**src/common/seq_pkg.sv**
```systemverilog
// Shared constants and types for the major cycle sequencer.
package seq_pkg;

  // ****************************************************************
  // Widths and state codes
  // ****************************************************************
  localparam int PC_W = 16;
  localparam int CSA_W = 14;
  localparam int FLAG_W = 16;
  localparam int ST_W = 4;
  localparam int NUM_PSTATES = 8;
  localparam logic [3:0] ST_CONSOLE = 4'h8;
  localparam logic [3:0] ST_NULL = 4'h9;

  // ****************************************************************
  // Minor cycle indices
  // ****************************************************************
  localparam logic [3:0] MC_E0 = 4'h0;
  localparam logic [3:0] MC_E5 = 4'h5;
  localparam logic [3:0] MC_E6 = 4'h6;
  localparam logic [3:0] MC_E7 = 4'h7;
  localparam logic [3:0] MC_E8 = 4'h8;
  localparam logic [3:0] MC_E9 = 4'h9;

  // ****************************************************************
  // Register map and reset values
  // ****************************************************************
  localparam logic [7:0] REG_CTRL = 8'h00;
  localparam logic [7:0] REG_STATUS = 8'h04;
  localparam logic [7:0] REG_CONSOLE_ADDR = 8'h08;
  localparam logic [7:0] REG_MAJOR_COUNT = 8'h0c;
  localparam logic CTRL_RUN_RESET = 1'b1;
  localparam logic [CSA_W-1:0] CONSOLE_ADDR_RESET = 14'h0000;

  // Kind of initialization planned for the next major cycle.
  typedef enum logic [1:0] {INIT_NONE, INIT_OVERLAP, INIT_CONSOLE, INIT_APPEND} init_kind_t;

endpackage

```
**src/common/seq_regs_if.sv**
```systemverilog
// Control and status signals between the register slave and the sequencer core.
interface seq_regs_if;
  logic run;
  logic [13:0] console_addr;
  logic [3:0] cur_state;
  logic [3:0] minor;
  logic [1:0] init_kind;
  logic [15:0] major_count;

  modport regs (output run, output console_addr, input cur_state, input minor, input init_kind,
    input major_count);
  modport core (input run, input console_addr, output cur_state, output minor, output init_kind,
    output major_count);
endinterface

```
**src/rtl/minor_cycle_counter.sv**
```systemverilog
// Minor cycle counter that runs E0 to E7, optionally extended through E9.
module minor_cycle_counter
  import seq_pkg::*;
#(
  parameter int LAST_BASE = 7,
  parameter int LAST_EXT = 9
)
(
  input wire logic clk,
  input wire logic rst,
  input wire logic extend,
  output logic [3:0] idx,
  output logic wrap
);

  // ****************************************************************
  // Parameter check
  // ****************************************************************
  if (LAST_EXT <= LAST_BASE || LAST_EXT > 15)
  begin
    $error("minor_cycle_counter: extended last cycle must follow the base last cycle");
  end

  // The last minor cycle of the major cycle ends it.
  assign wrap = (idx == 4'(LAST_EXT)) || (idx == 4'(LAST_BASE) && !extend);

  // Advance one minor cycle per clock, back to E0 after the last one.
  always_ff @(posedge clk or posedge rst)
  begin
    if (rst)
      idx <= MC_E0;
    else if (wrap)
      idx <= MC_E0;
    else
      idx <= idx + 4'h1;
  end

endmodule

```
**src/rtl/multistate_major_cycle_sequencer.sv**
```systemverilog
// Major cycle sequencer for a multi-state micro-programmed processor.
module multistate_major_cycle_sequencer
  import seq_pkg::*;
(
  input wire logic CLK,
  input wire logic RST,
  input wire logic HSEL,
  input wire logic [31:0] HADDR,
  input wire logic [1:0] HTRANS,
  input wire logic HWRITE,
  input wire logic [2:0] HSIZE,
  input wire logic [31:0] HWDATA,
  input wire logic HREADY,
  output logic HREADYOUT,
  output logic HRESP,
  output logic [31:0] HRDATA,
  input wire logic [ST_W-1:0] ALLOC_STATE,
  input wire logic [NUM_PSTATES-1:0] STATE_BUSY,
  input wire logic [PC_W-1:0] WORK_PC,
  input wire logic PC_SUPPRESS,
  input wire logic FLAG_WE,
  input wire logic [FLAG_W-1:0] FLAG_WDATA,
  output logic [FLAG_W-1:0] FLAG_REG,
  output logic [ST_W-1:0] XRF_RD_STATE,
  input wire logic [PC_W-1:0] XRF_PC_RDATA,
  input wire logic [FLAG_W-1:0] XRF_FLAG_RDATA,
  output logic [ST_W-1:0] XRF_WR_STATE,
  output logic XRF_PC_WE,
  output logic [PC_W-1:0] XRF_PC_WDATA,
  output logic XRF_FLAG_WE,
  output logic [FLAG_W-1:0] XRF_FLAG_WDATA,
  output logic CS_RD,
  output logic [CSA_W-1:0] CS_ADDR,
  output logic EXEC_VALID,
  output logic [ST_W-1:0] EXEC_STATE,
  output logic [3:0] MINOR_CYCLE
);

  // ****************************************************************
  // Internal signals
  // ****************************************************************
  seq_regs_if regs_bus ();

  logic [3:0] idx;
  logic wrap;
  init_kind_t kind;
  logic [ST_W-1:0] cur_state;
  logic [ST_W-1:0] sel_state;
  logic [ST_W-1:0] alloc_eff;
  logic [CSA_W-1:0] seq_addr;
  logic [FLAG_W-1:0] flag_buf;
  logic flag_dirty;
  logic flag_pend;
  logic busy_lost;
  logic cur_is_proc;
  logic [15:0] major_count;

  // ****************************************************************
  // Register slave and minor cycle timing
  // ****************************************************************
  seq_ahb_regs u_regs (
    .clk(CLK),
    .rst(RST),
    .hsel(HSEL),
    .haddr(HADDR),
    .htrans(HTRANS),
    .hwrite(HWRITE),
    .hsize(HSIZE),
    .hwdata(HWDATA),
    .hready(HREADY),
    .hreadyout(HREADYOUT),
    .hresp(HRESP),
    .hrdata(HRDATA),
    .regs(regs_bus.regs)
  );

  // The appended cycles E8 and E9 exist only for a repeated state.
  minor_cycle_counter #(
    .LAST_BASE(7),
    .LAST_EXT(9)
  ) u_minor (
    .clk(CLK),
    .rst(RST),
    .extend(kind == INIT_APPEND),
    .idx(idx),
    .wrap(wrap)
  );

  // Status reported to software.
  assign regs_bus.cur_state = cur_state;
  assign regs_bus.minor = idx;
  assign regs_bus.init_kind = kind;
  assign regs_bus.major_count = major_count;

  // ****************************************************************
  // Allocation and initialization planning
  // ****************************************************************

  // Stopped sequencing or an unknown code is treated as an idle allocation.
  always_comb
  begin
    if (!regs_bus.run || ALLOC_STATE > ST_NULL)
      alloc_eff = ST_NULL;
    else
      alloc_eff = ALLOC_STATE;
  end

  assign cur_is_proc = cur_state < ST_CONSOLE;

  // At E5 the allocator's choice is taken and the kind of initialization fixed.
  always_ff @(posedge CLK or posedge RST)
  begin
    if (RST)
    begin
      sel_state <= ST_NULL;
      kind <= INIT_NONE;
    end
    else if (idx == MC_E5)
    begin
      sel_state <= alloc_eff;
      if (alloc_eff == cur_state && cur_is_proc)
        kind <= INIT_APPEND;
      else if (alloc_eff < ST_CONSOLE)
        kind <= INIT_OVERLAP;
      else if (alloc_eff == ST_CONSOLE)
        kind <= INIT_CONSOLE;
      else
        kind <= INIT_NONE;
    end
    else if (wrap)
      kind <= INIT_NONE;
  end

  // The register file read port addresses the state being initialized.
  assign XRF_RD_STATE = sel_state;

  // ****************************************************************
  // Sequencing address register
  // ****************************************************************

  // R0 at E6 or the appended E8 loads the address for the first fetch.
  always_ff @(posedge CLK or posedge RST)
  begin
    if (RST)
      seq_addr <= {CSA_W{1'b0}};
    else if (idx == MC_E6 && kind == INIT_OVERLAP)
      seq_addr <= XRF_PC_RDATA[CSA_W-1:0];
    else if (idx == MC_E6 && kind == INIT_CONSOLE)
      seq_addr <= regs_bus.console_addr;
    else if (idx == MC_E8 && kind == INIT_APPEND)
    begin
      if (PC_SUPPRESS)
        seq_addr <= XRF_PC_RDATA[CSA_W-1:0];
      else
        seq_addr <= WORK_PC[CSA_W-1:0];
    end
  end

  assign CS_ADDR = seq_addr;

  // Control store read strobe stands in R1 (E7) or in the appended E9.
  always_ff @(posedge CLK or posedge RST)
  begin
    if (RST)
      CS_RD <= 1'b0;
    else if (idx == MC_E6 && (kind == INIT_OVERLAP || kind == INIT_CONSOLE))
      CS_RD <= 1'b1;
    else if (idx == MC_E8 && kind == INIT_APPEND)
      CS_RD <= 1'b1;
    else
      CS_RD <= 1'b0;
  end

  // ****************************************************************
  // Current state and busy tracking
  // ****************************************************************

  // The busy flip-flop of a repeated state is checked during E8.
  always_ff @(posedge CLK or posedge RST)
  begin
    if (RST)
      busy_lost <= 1'b0;
    else if (idx == MC_E8 && kind == INIT_APPEND)
      busy_lost <= !STATE_BUSY[cur_state[2:0]];
    else if (wrap)
      busy_lost <= 1'b0;
  end

  // A new major cycle starts at the wrap to E0.
  always_ff @(posedge CLK or posedge RST)
  begin
    if (RST)
      cur_state <= ST_NULL;
    else if (wrap)
    begin
      if (kind == INIT_APPEND && busy_lost)
        cur_state <= ST_NULL;
      else
        cur_state <= sel_state;
    end
  end

  // Count of major cycles given to a non-idle state.
  always_ff @(posedge CLK or posedge RST)
  begin
    if (RST)
      major_count <= 16'h0000;
    else if (wrap && cur_state != ST_NULL)
      major_count <= major_count + 16'h0001;
  end

  // Execution slots E0 to E7 belong to the current non-idle state.
  assign EXEC_VALID = idx <= MC_E7 && cur_state != ST_NULL;
  assign EXEC_STATE = cur_state;
  assign MINOR_CYCLE = idx;

  // ****************************************************************
  // Common flag register and its buffer
  // ****************************************************************

  // The common flags are clocked at the start of E0 from the initializing processing state, or cleared for the console.
  always_ff @(posedge CLK or posedge RST)
  begin
    if (RST)
      FLAG_REG <= {FLAG_W{1'b0}};
    else if (idx == MC_E7 && kind == INIT_OVERLAP)
      FLAG_REG <= XRF_FLAG_RDATA;
    else if (idx == MC_E7 && kind == INIT_CONSOLE)
      FLAG_REG <= {FLAG_W{1'b0}};
    else if (FLAG_WE)
      FLAG_REG <= FLAG_WDATA;
  end

  // The outgoing state's final flags are kept while the new ones take over.
  always_ff @(posedge CLK or posedge RST)
  begin
    if (RST)
      flag_buf <= {FLAG_W{1'b0}};
    else if (wrap)
      flag_buf <= FLAG_WE ? FLAG_WDATA : FLAG_REG;
  end

  // A flag write during a major cycle is remembered; the clear at the wrap wins over a write in the same cycle.
  always_ff @(posedge CLK or posedge RST)
  begin
    if (RST)
      flag_dirty <= 1'b0;
    else if (FLAG_WE && !wrap)
      flag_dirty <= 1'b1;
    else if (wrap)
      flag_dirty <= 1'b0;
  end

  // ****************************************************************
  // Housekeeping write-back
  // ****************************************************************

  // W0 stands during E0 and writes the working PC of an outgoing processing state unless suppressed.
  always_ff @(posedge CLK or posedge RST)
  begin
    if (RST)
    begin
      XRF_PC_WE <= 1'b0;
      XRF_PC_WDATA <= {PC_W{1'b0}};
      XRF_WR_STATE <= ST_NULL;
    end
    else if (wrap)
    begin
      XRF_PC_WE <= cur_is_proc && !PC_SUPPRESS;
      XRF_PC_WDATA <= WORK_PC;
      XRF_WR_STATE <= cur_state;
    end
    else
      XRF_PC_WE <= 1'b0;
  end

  // The W1 flag write-back is planned at the wrap and carried out in E1.
  always_ff @(posedge CLK or posedge RST)
  begin
    if (RST)
      flag_pend <= 1'b0;
    else if (wrap)
      flag_pend <= cur_is_proc && (flag_dirty || FLAG_WE);
    else
      flag_pend <= 1'b0;
  end

  // W1 stands during E1 and writes the buffered flags.
  always_ff @(posedge CLK or posedge RST)
  begin
    if (RST)
    begin
      XRF_FLAG_WE <= 1'b0;
      XRF_FLAG_WDATA <= {FLAG_W{1'b0}};
    end
    else
    begin
      XRF_FLAG_WE <= flag_pend && idx == MC_E0;
      XRF_FLAG_WDATA <= flag_buf;
    end
  end

endmodule

```
**src/rtl/seq_ahb_regs.sv**
```systemverilog
// AHB-Lite slave holding the sequencer control and status registers.
module seq_ahb_regs
  import seq_pkg::*;
(
  input wire logic clk,
  input wire logic rst,
  input wire logic hsel,
  input wire logic [31:0] haddr,
  input wire logic [1:0] htrans,
  input wire logic hwrite,
  input wire logic [2:0] hsize,
  input wire logic [31:0] hwdata,
  input wire logic hready,
  output logic hreadyout,
  output logic hresp,
  output logic [31:0] hrdata,
  seq_regs_if.regs regs
);

  logic wr_pend;
  logic [7:0] wr_addr;
  logic take;

  // Zero wait state slave that always answers OKAY.
  assign hreadyout = 1'b1;
  assign hresp = 1'b0;
  assign take = hsel && hready && htrans[1];

  // Address phase capture for writes; the data follow in the next cycle.
  always_ff @(posedge clk or posedge rst)
  begin
    if (rst)
    begin
      wr_pend <= 1'b0;
      wr_addr <= 8'h00;
    end
    else
    begin
      wr_pend <= take && hwrite && hsize == 3'h2;
      wr_addr <= haddr[7:0];
    end
  end

  // Writable registers; unmapped writes are dropped.
  always_ff @(posedge clk or posedge rst)
  begin
    if (rst)
    begin
      regs.run <= CTRL_RUN_RESET;
      regs.console_addr <= CONSOLE_ADDR_RESET;
    end
    else if (wr_pend)
    begin
      if (wr_addr == REG_CTRL)
        regs.run <= hwdata[0];
      if (wr_addr == REG_CONSOLE_ADDR)
        regs.console_addr <= hwdata[13:0];
    end
  end

  // Read data registered at the address phase so it stands in the data phase.
  always_ff @(posedge clk or posedge rst)
  begin
    if (rst)
      hrdata <= 32'h0000_0000;
    else if (take && !hwrite)
    begin
      case (haddr[7:0])
        REG_CTRL: hrdata <= {31'h0000_0000, regs.run};
        REG_STATUS: hrdata <= {22'h00_0000, regs.init_kind, regs.minor, regs.cur_state};
        REG_CONSOLE_ADDR: hrdata <= {18'h0_0000, regs.console_addr};
        REG_MAJOR_COUNT: hrdata <= {16'h0000, regs.major_count};
        default: hrdata <= 32'h0000_0000;
      endcase
    end
  end

endmodule
```
**config.mk**
```make
export PLATFORM = sky130hd
export DESIGN_NAME = multistate_major_cycle_sequencer
export DESIGN_NICKNAME = d
export VERILOG_FILES = /design/src/common/seq_pkg.sv /design/src/common/seq_regs_if.sv /design/src/rtl/minor_cycle_counter.sv /design/src/rtl/multistate_major_cycle_sequencer.sv /design/src/rtl/seq_ahb_regs.sv
export SDC_FILE = /design/constraint.sdc
export NUM_CORES = 1
export LEC_CHECK = 0
export BUFFER_PORTS_ARGS = -buffer_cell sky130_fd_sc_hd__buf_2
export CORE_MARGIN = 10
export CORE_UTILIZATION = 49
export CTS_BUF_LIST = sky130_fd_sc_hd__clkbuf_16
export DETAILED_ROUTE_END_ITERATION = 12
export PLACE_DENSITY = 0.79
export SLEW_MARGIN = 20
export SYNTH_ARGS = -nofsm -noshare
export SYNTH_HDL_FRONTEND = slang
export SYNTH_SLANG_ARGS = --single-unit
```
**constraint.sdc**
```tcl
create_clock -name CLK -period 7.5 [get_ports CLK]
set_input_delay 1.5 -clock CLK [delete_from_list [all_inputs] [get_ports CLK]]
set_output_delay 1.5 -clock CLK [all_outputs]
set_load 0.01 [all_outputs]
```
* Word level (Yosys, flattened, before mapping) *
Index checks and enable logic that the tools add are counted.
Widths: inputs -> output; s select.

storage, ports and cells
  word-level logic and storage cells = 109
  register bits after elaboration = 174
  bits of input ports = 152
  output and inout port bits = 116

operators by class
  multiplexer cells = 25
  order comparisons = 5
  $add $sub $neg = 2
  reduce and logical (&&, ||, !) cells = 39
  eq/ne operators = 16

operator list
  operator               count
  $pmux 16 s4            1
  $mux 14                4
  $mux 16                3
  $eq 8x4->1 const B     3
  $logic_and 1x1->1      20
  $add 16x1->16 const B  1
  $logic_not 8->1        2
  $eq 4x3->1 const B     3
  $eq 4x4->1 const B     3
  $mux 4                 3
  $mux 2                 5
  $eq 8x3->1 const B     1
  $lt 4x4->1 const B     2
  $mux 1                 8
  $logic_not 1->1        6
  $reduce_bool 2->1      3
  $add 4x1->4 const B    1
  $eq 2x2->1 const B     2
  $eq 4x4->1             1
  $gt 4x4->1 const B     1
  $le 4x3->1 const B     1
  $logic_not 4->1        1
  $logic_or 1x1->1       4
  $lt 3x4->1 const B     1
  other kinds (6)        7

* Depth between registers and ports, before layout *
  depth in word-level cells = 8
  gate-level depth with buffers = 8

* Hierarchy *
From an unflattened synthesis, not the netlist that was laid out.

unflattened totals
  cell total of the unflattened synthesis = 600
  area, all modules = 7043.0 sq um

modules (own cells, without submodules)
  module                            cells an instance  area an instance (sq um)  times used  seq. area each (sq um)
  multistate_major_cycle_sequencer  428                4929.7                    1           2860.2
  seq_ahb_regs                      153                1915.6                    1           1002.2
  minor_cycle_counter               19                 197.7                     1           100.1

* Worst setup path after synthesis *
No wires, ideal clock.

  kind = input-to-reg
  start point = input port HADDR[1]
  end point = register u_regs.hrdata[11]
  setup time = 74 ps
  data required time = 7426 ps
  stages on the path = 4
  arrival = 2812 ps
  setup slack = 4614 ps
  path through = or4_1 or4_1 or2_4 o21ai_2

on the way
  word-level cells in the longest chain between the ends = 2

ends and longest elaborated chain
  item                                line                                   source
  from (decl)                         multistate_major_cycle_sequencer.sv:8  input wire logic [31:0] HADDR,
  $eq 8x4->1 (tied with other cells)  seq_ahb_regs.sv:68                     case (haddr[7:0])
  $pmux 16 s4 (*)                     seq_ahb_regs.sv:68
  to (signal assigned)                seq_ahb_regs.sv:69                     REG_CTRL: hrdata <= {31'h0000_0000, regs.run};
  to (signal assigned)                seq_ahb_regs.sv:70                     REG_STATUS: hrdata <= {22'h00_0000, regs.init_kind, regs.minor, regs.cur_state};
  to (signal assigned)                seq_ahb_regs.sv:71                     REG_CONSOLE_ADDR: hrdata <= {18'h0_0000, regs.console_addr};
  to (decl)                           seq_ahb_regs.sv:16                     output logic [31:0] hrdata,

Mark *: on every way between the ends. The rest lies on a longest branch, timed or not.
A chain may end at the register's enable or synchronous reset.

* Worst setup path after layout *
  start point = input port HWRITE
  end point = register u_regs.hrdata[11]

on the way
  word-level cells in the longest chain between the ends = 2

ends and longest elaborated chain
  item               line                                    source
  from (decl)        multistate_major_cycle_sequencer.sv:10  input wire logic HWRITE,
  $logic_not 1->1    seq_ahb_regs.sv:66                      else if (take && !hwrite)
  $logic_and 1x1->1  seq_ahb_regs.sv:66

Every way passes these cells.

==> impl_metrics.json <==
{
  "max_stage_delay_ps": 870,
  "final_max_slew_viol_count": 0,
  "postSynthAreaPerCell_um2": 11.0,
  "area_growth_pct": 22.7,
  "timing.final.hold_violations": 0,
  "core_um2": 13900,
  "min-delay-start": "flag_buf[5]",
  "clkTransAtPathRegs_ps": 60,
  "synth_xor_area_share_pct": 2.40,
  "via_per_inst": 5.09,
  "fmax_ghz": 0.306,
  "wire_per_inst_um": 18.0,
  "die_h_um": 139,
  "place_inst": 987,
  "globalRouteOverflowTotal": 0,
  "fp.dieW_um": 139,
  "postCtsHoldBufs": 0,
  "finalClockSkew_ps": 8.29,
  "dr.pass1.iters": 4,
  "grt_max_degree": 84,
  "synth_area_leader_cell": "dfrtp_1",
  "crit_arrival_ps": 3610,
  "gp_congestion": 0.848,
  "async_reset_ff_share_pct": 100,
  "row_count": 43,
  "synthSimpleGateAreaFrac_pct": 14.5,
  "h-tree-depth": 4,
  "slowest_stage": "or4_1",
  "pin_count": 268,
  "rrSetupSlack_ps": 4920,
  "endpoint_kind": "register",
  "relSlewSlack_pct": 34.5,
  "grt_pass1_vias": 5395,
  "clk_latency_ps": 420,
  "io_buffers": 204,
  "min_period_ps": 3260,
  "vias": 5179,
  "syn-cell-area_um2": 6940,
  "synth_cell_types": 50,
  "antenna_cells": 0,
  "clock-sinks": 158,
  "ys_seq_elements": 158,
  "synth_top_area_share_pct": 54.5,
  "cts_tree": "built",
  "post-route-period-util_pct": 43.5,
  "grt_pass1_wl_um": 28900,
  "worst_pin_slew_ps": 979,
  "cts.repair.resized": 0,
  "cp_cell_sequence": "buf_2, nand4b_1, or4_1, or2_4, o21ai_2",
  "postCtsSetupBuffers": 0,
  "num-nets-final": 986,
  "cts_made_buffers": 17,
  "synthMostInstantiatedCell": "dfrtp_1",
  "cp.required_ps": 7850,
  "antenna_left": 0,
  "yosys-top-cells-count": "dfrtp_1, nand2_1, o21ai_0, mux2i_1, nor2_1",
  "instances_no_fill": 1018,
  "die-area_um2": 19300,
  "outcome": "complete, no violations",
  "synth-edff-count": 0,
  "crit_type": "input port to register",
  "first_iter_violations": 268,
  "synth_cells": 632,
  "cp_max_fo": 17,
  "hpwl_um": 14000,
  "max_cap_violations": 0,
  "wirelength_um": 18300,
  "antenna_found_initial": 3,
  "yosysSeqAreaShare_pct": 57.1,
  "setup_viol": 0,
  "start_util_pct": 50.0,
  "startpoint_type": "input port",
  "synthTopCellsByArea": "dfrtp_1, nand2_1, mux2i_1",
  "synth_top_family_by_area": "simple AND/OR/NAND/NOR gates",
  "min_path_type": "register to register",
  "synth_compound_area_share_pct": 7.75,
  "synthMuxAreaShare_pct": 12.2,
  "ys.flop_type": "dfrtp_1",
  "power.density_nw_per_um2": 211,
  "nFillCells": 1174,
  "setup.worst_path.start": "HWRITE",
  "yosys_warnings": 0,
  "reg2reg_from": "u_minor.idx[0]",
  "tns_ps": 0,
  "clk_path_buf_depth": 2,
  "rsz0062_at_grt": "no",
  "vdd_drop_max_mv": 0.138,
  "synth_fa_ha_area_share_pct": 1.44,
  "drive_above_1_share_pct": 34.8,
  "grt_use_total_pct": 18.6,
  "p_leak_nw": 4.22,
  "drc": 0,
  "root_buffer": "clkbuf_16"
}
## worst paths after layout
path	to	depth (start not counted)
hold reg to reg	XRF_FLAG_WDATA[5]	0
setup / recovery	u_regs.hrdata[11]	5
max in group asynchronous	u_regs.hrdata[11]	3
min in group asynchronous	flag_buf[4]	2
setup reg to reg	CS_ADDR[10]	6
hold / removal	XRF_FLAG_WDATA[5]	0
## logic make-up (layout without fill, tap and decap cells)
kind of cell | count (synthesis) | after routing
simple gates | 219 | 219
buf+inv | 58 | 248
xor+xnor | 19 | 19
other cells | 2 | 18
mux | 77 | 77
fa+ha+maj | 8 | 8
flops | 158 | 158
compound gates | 91 | 91
## layout make-up
type,instances,area (um^2),area share [%]
Timing Repair Buffer,207,1040,12.3
Clock inverter,14,80.1,0.941
Clock buffer,17,425,5.00
Inverter,10,42.5,0.500
Sequential cell,158,3960,46.5
Tap cell,180,225,2.65
Multi-Input combinational cell,432,2730,32.1
## cell usage in the layout (no fill, tap or decap), types with 5 or more instances in the layout
cell	instances
nand3_1	7
mux2_2	32
mux2i_1	42
dfrtp_1	151
inv_1	10
o21ai_0	46
nor3_1	7
o21ai_2	6
nand4_1	8
a21oi_1	28
conb_1	18
xor2_1	6
nor2_1	38
buf_2	204
xnor2_1	13
clkbuf_16	17
ha_1	8
dfstp_2	7
clkinv_2	5
nand2_1	127
## critical path, delay by kind of cell
family | cells | cell delay [ps]
buf+inv | 1 | 100
compound gates | 1 | 140
simple gates | 3 | 1860
## registers in the layout, indices dropped and copies added (netlist names), 2 cells and up
signal	count
CS_ADDR	14
EXEC_STATE	4
FLAG_REG	16
XRF_FLAG_WDATA	16
XRF_PC_WDATA	16
XRF_RD_STATE	4
XRF_WR_STATE	4
flag_buf	16
kind	2
major_count	16
u_minor.idx	4
u_regs.hrdata	16
u_regs.regs.console_addr	14
u_regs.wr_addr	8
## per-stage QoR
| step | util [%] | power [mW] | cell area, um^2 | hold slack (ps) | setup WS (ps) |
|---|---|---|---|---|---|
| 2_1_floorplan | - | 1.00 | 7000 | 354 | 1750 |
| 3_3_place_gp | 57.7 | 1.07 | 8010 | 356 | 3780 |
| 3_5_place_dp | 57.7 | 1.07 | 8010 | 359 | 3750 |
| 4_1_cts | 61.3 | 1.82 | 8510 | 370 | 4200 |
| 5_1_grt | 61.3 | 1.87 | 8510 | 379 | 4090 |
| 6_report | 61.3 | 1.79 | 8510 | 369 | 4240 |
## power breakdown
part	internal [mW]	switching (mW)	leakage, nW
Combinational	0.0626	0.0827	2.07
Sequential	0.890	0.0183	1.90
Clock	0.413	0.327	0.252
## metal layers
layer	track usage, %	vias to the layer above	routed length, um
met5	0	-	27
met4	4.94	4	157
met3	8.46	14	1700
met2	30.1	176	8990
met1	21.9	2485	7420
li1	-	2500	-
(Power assumes the default switching activity.)
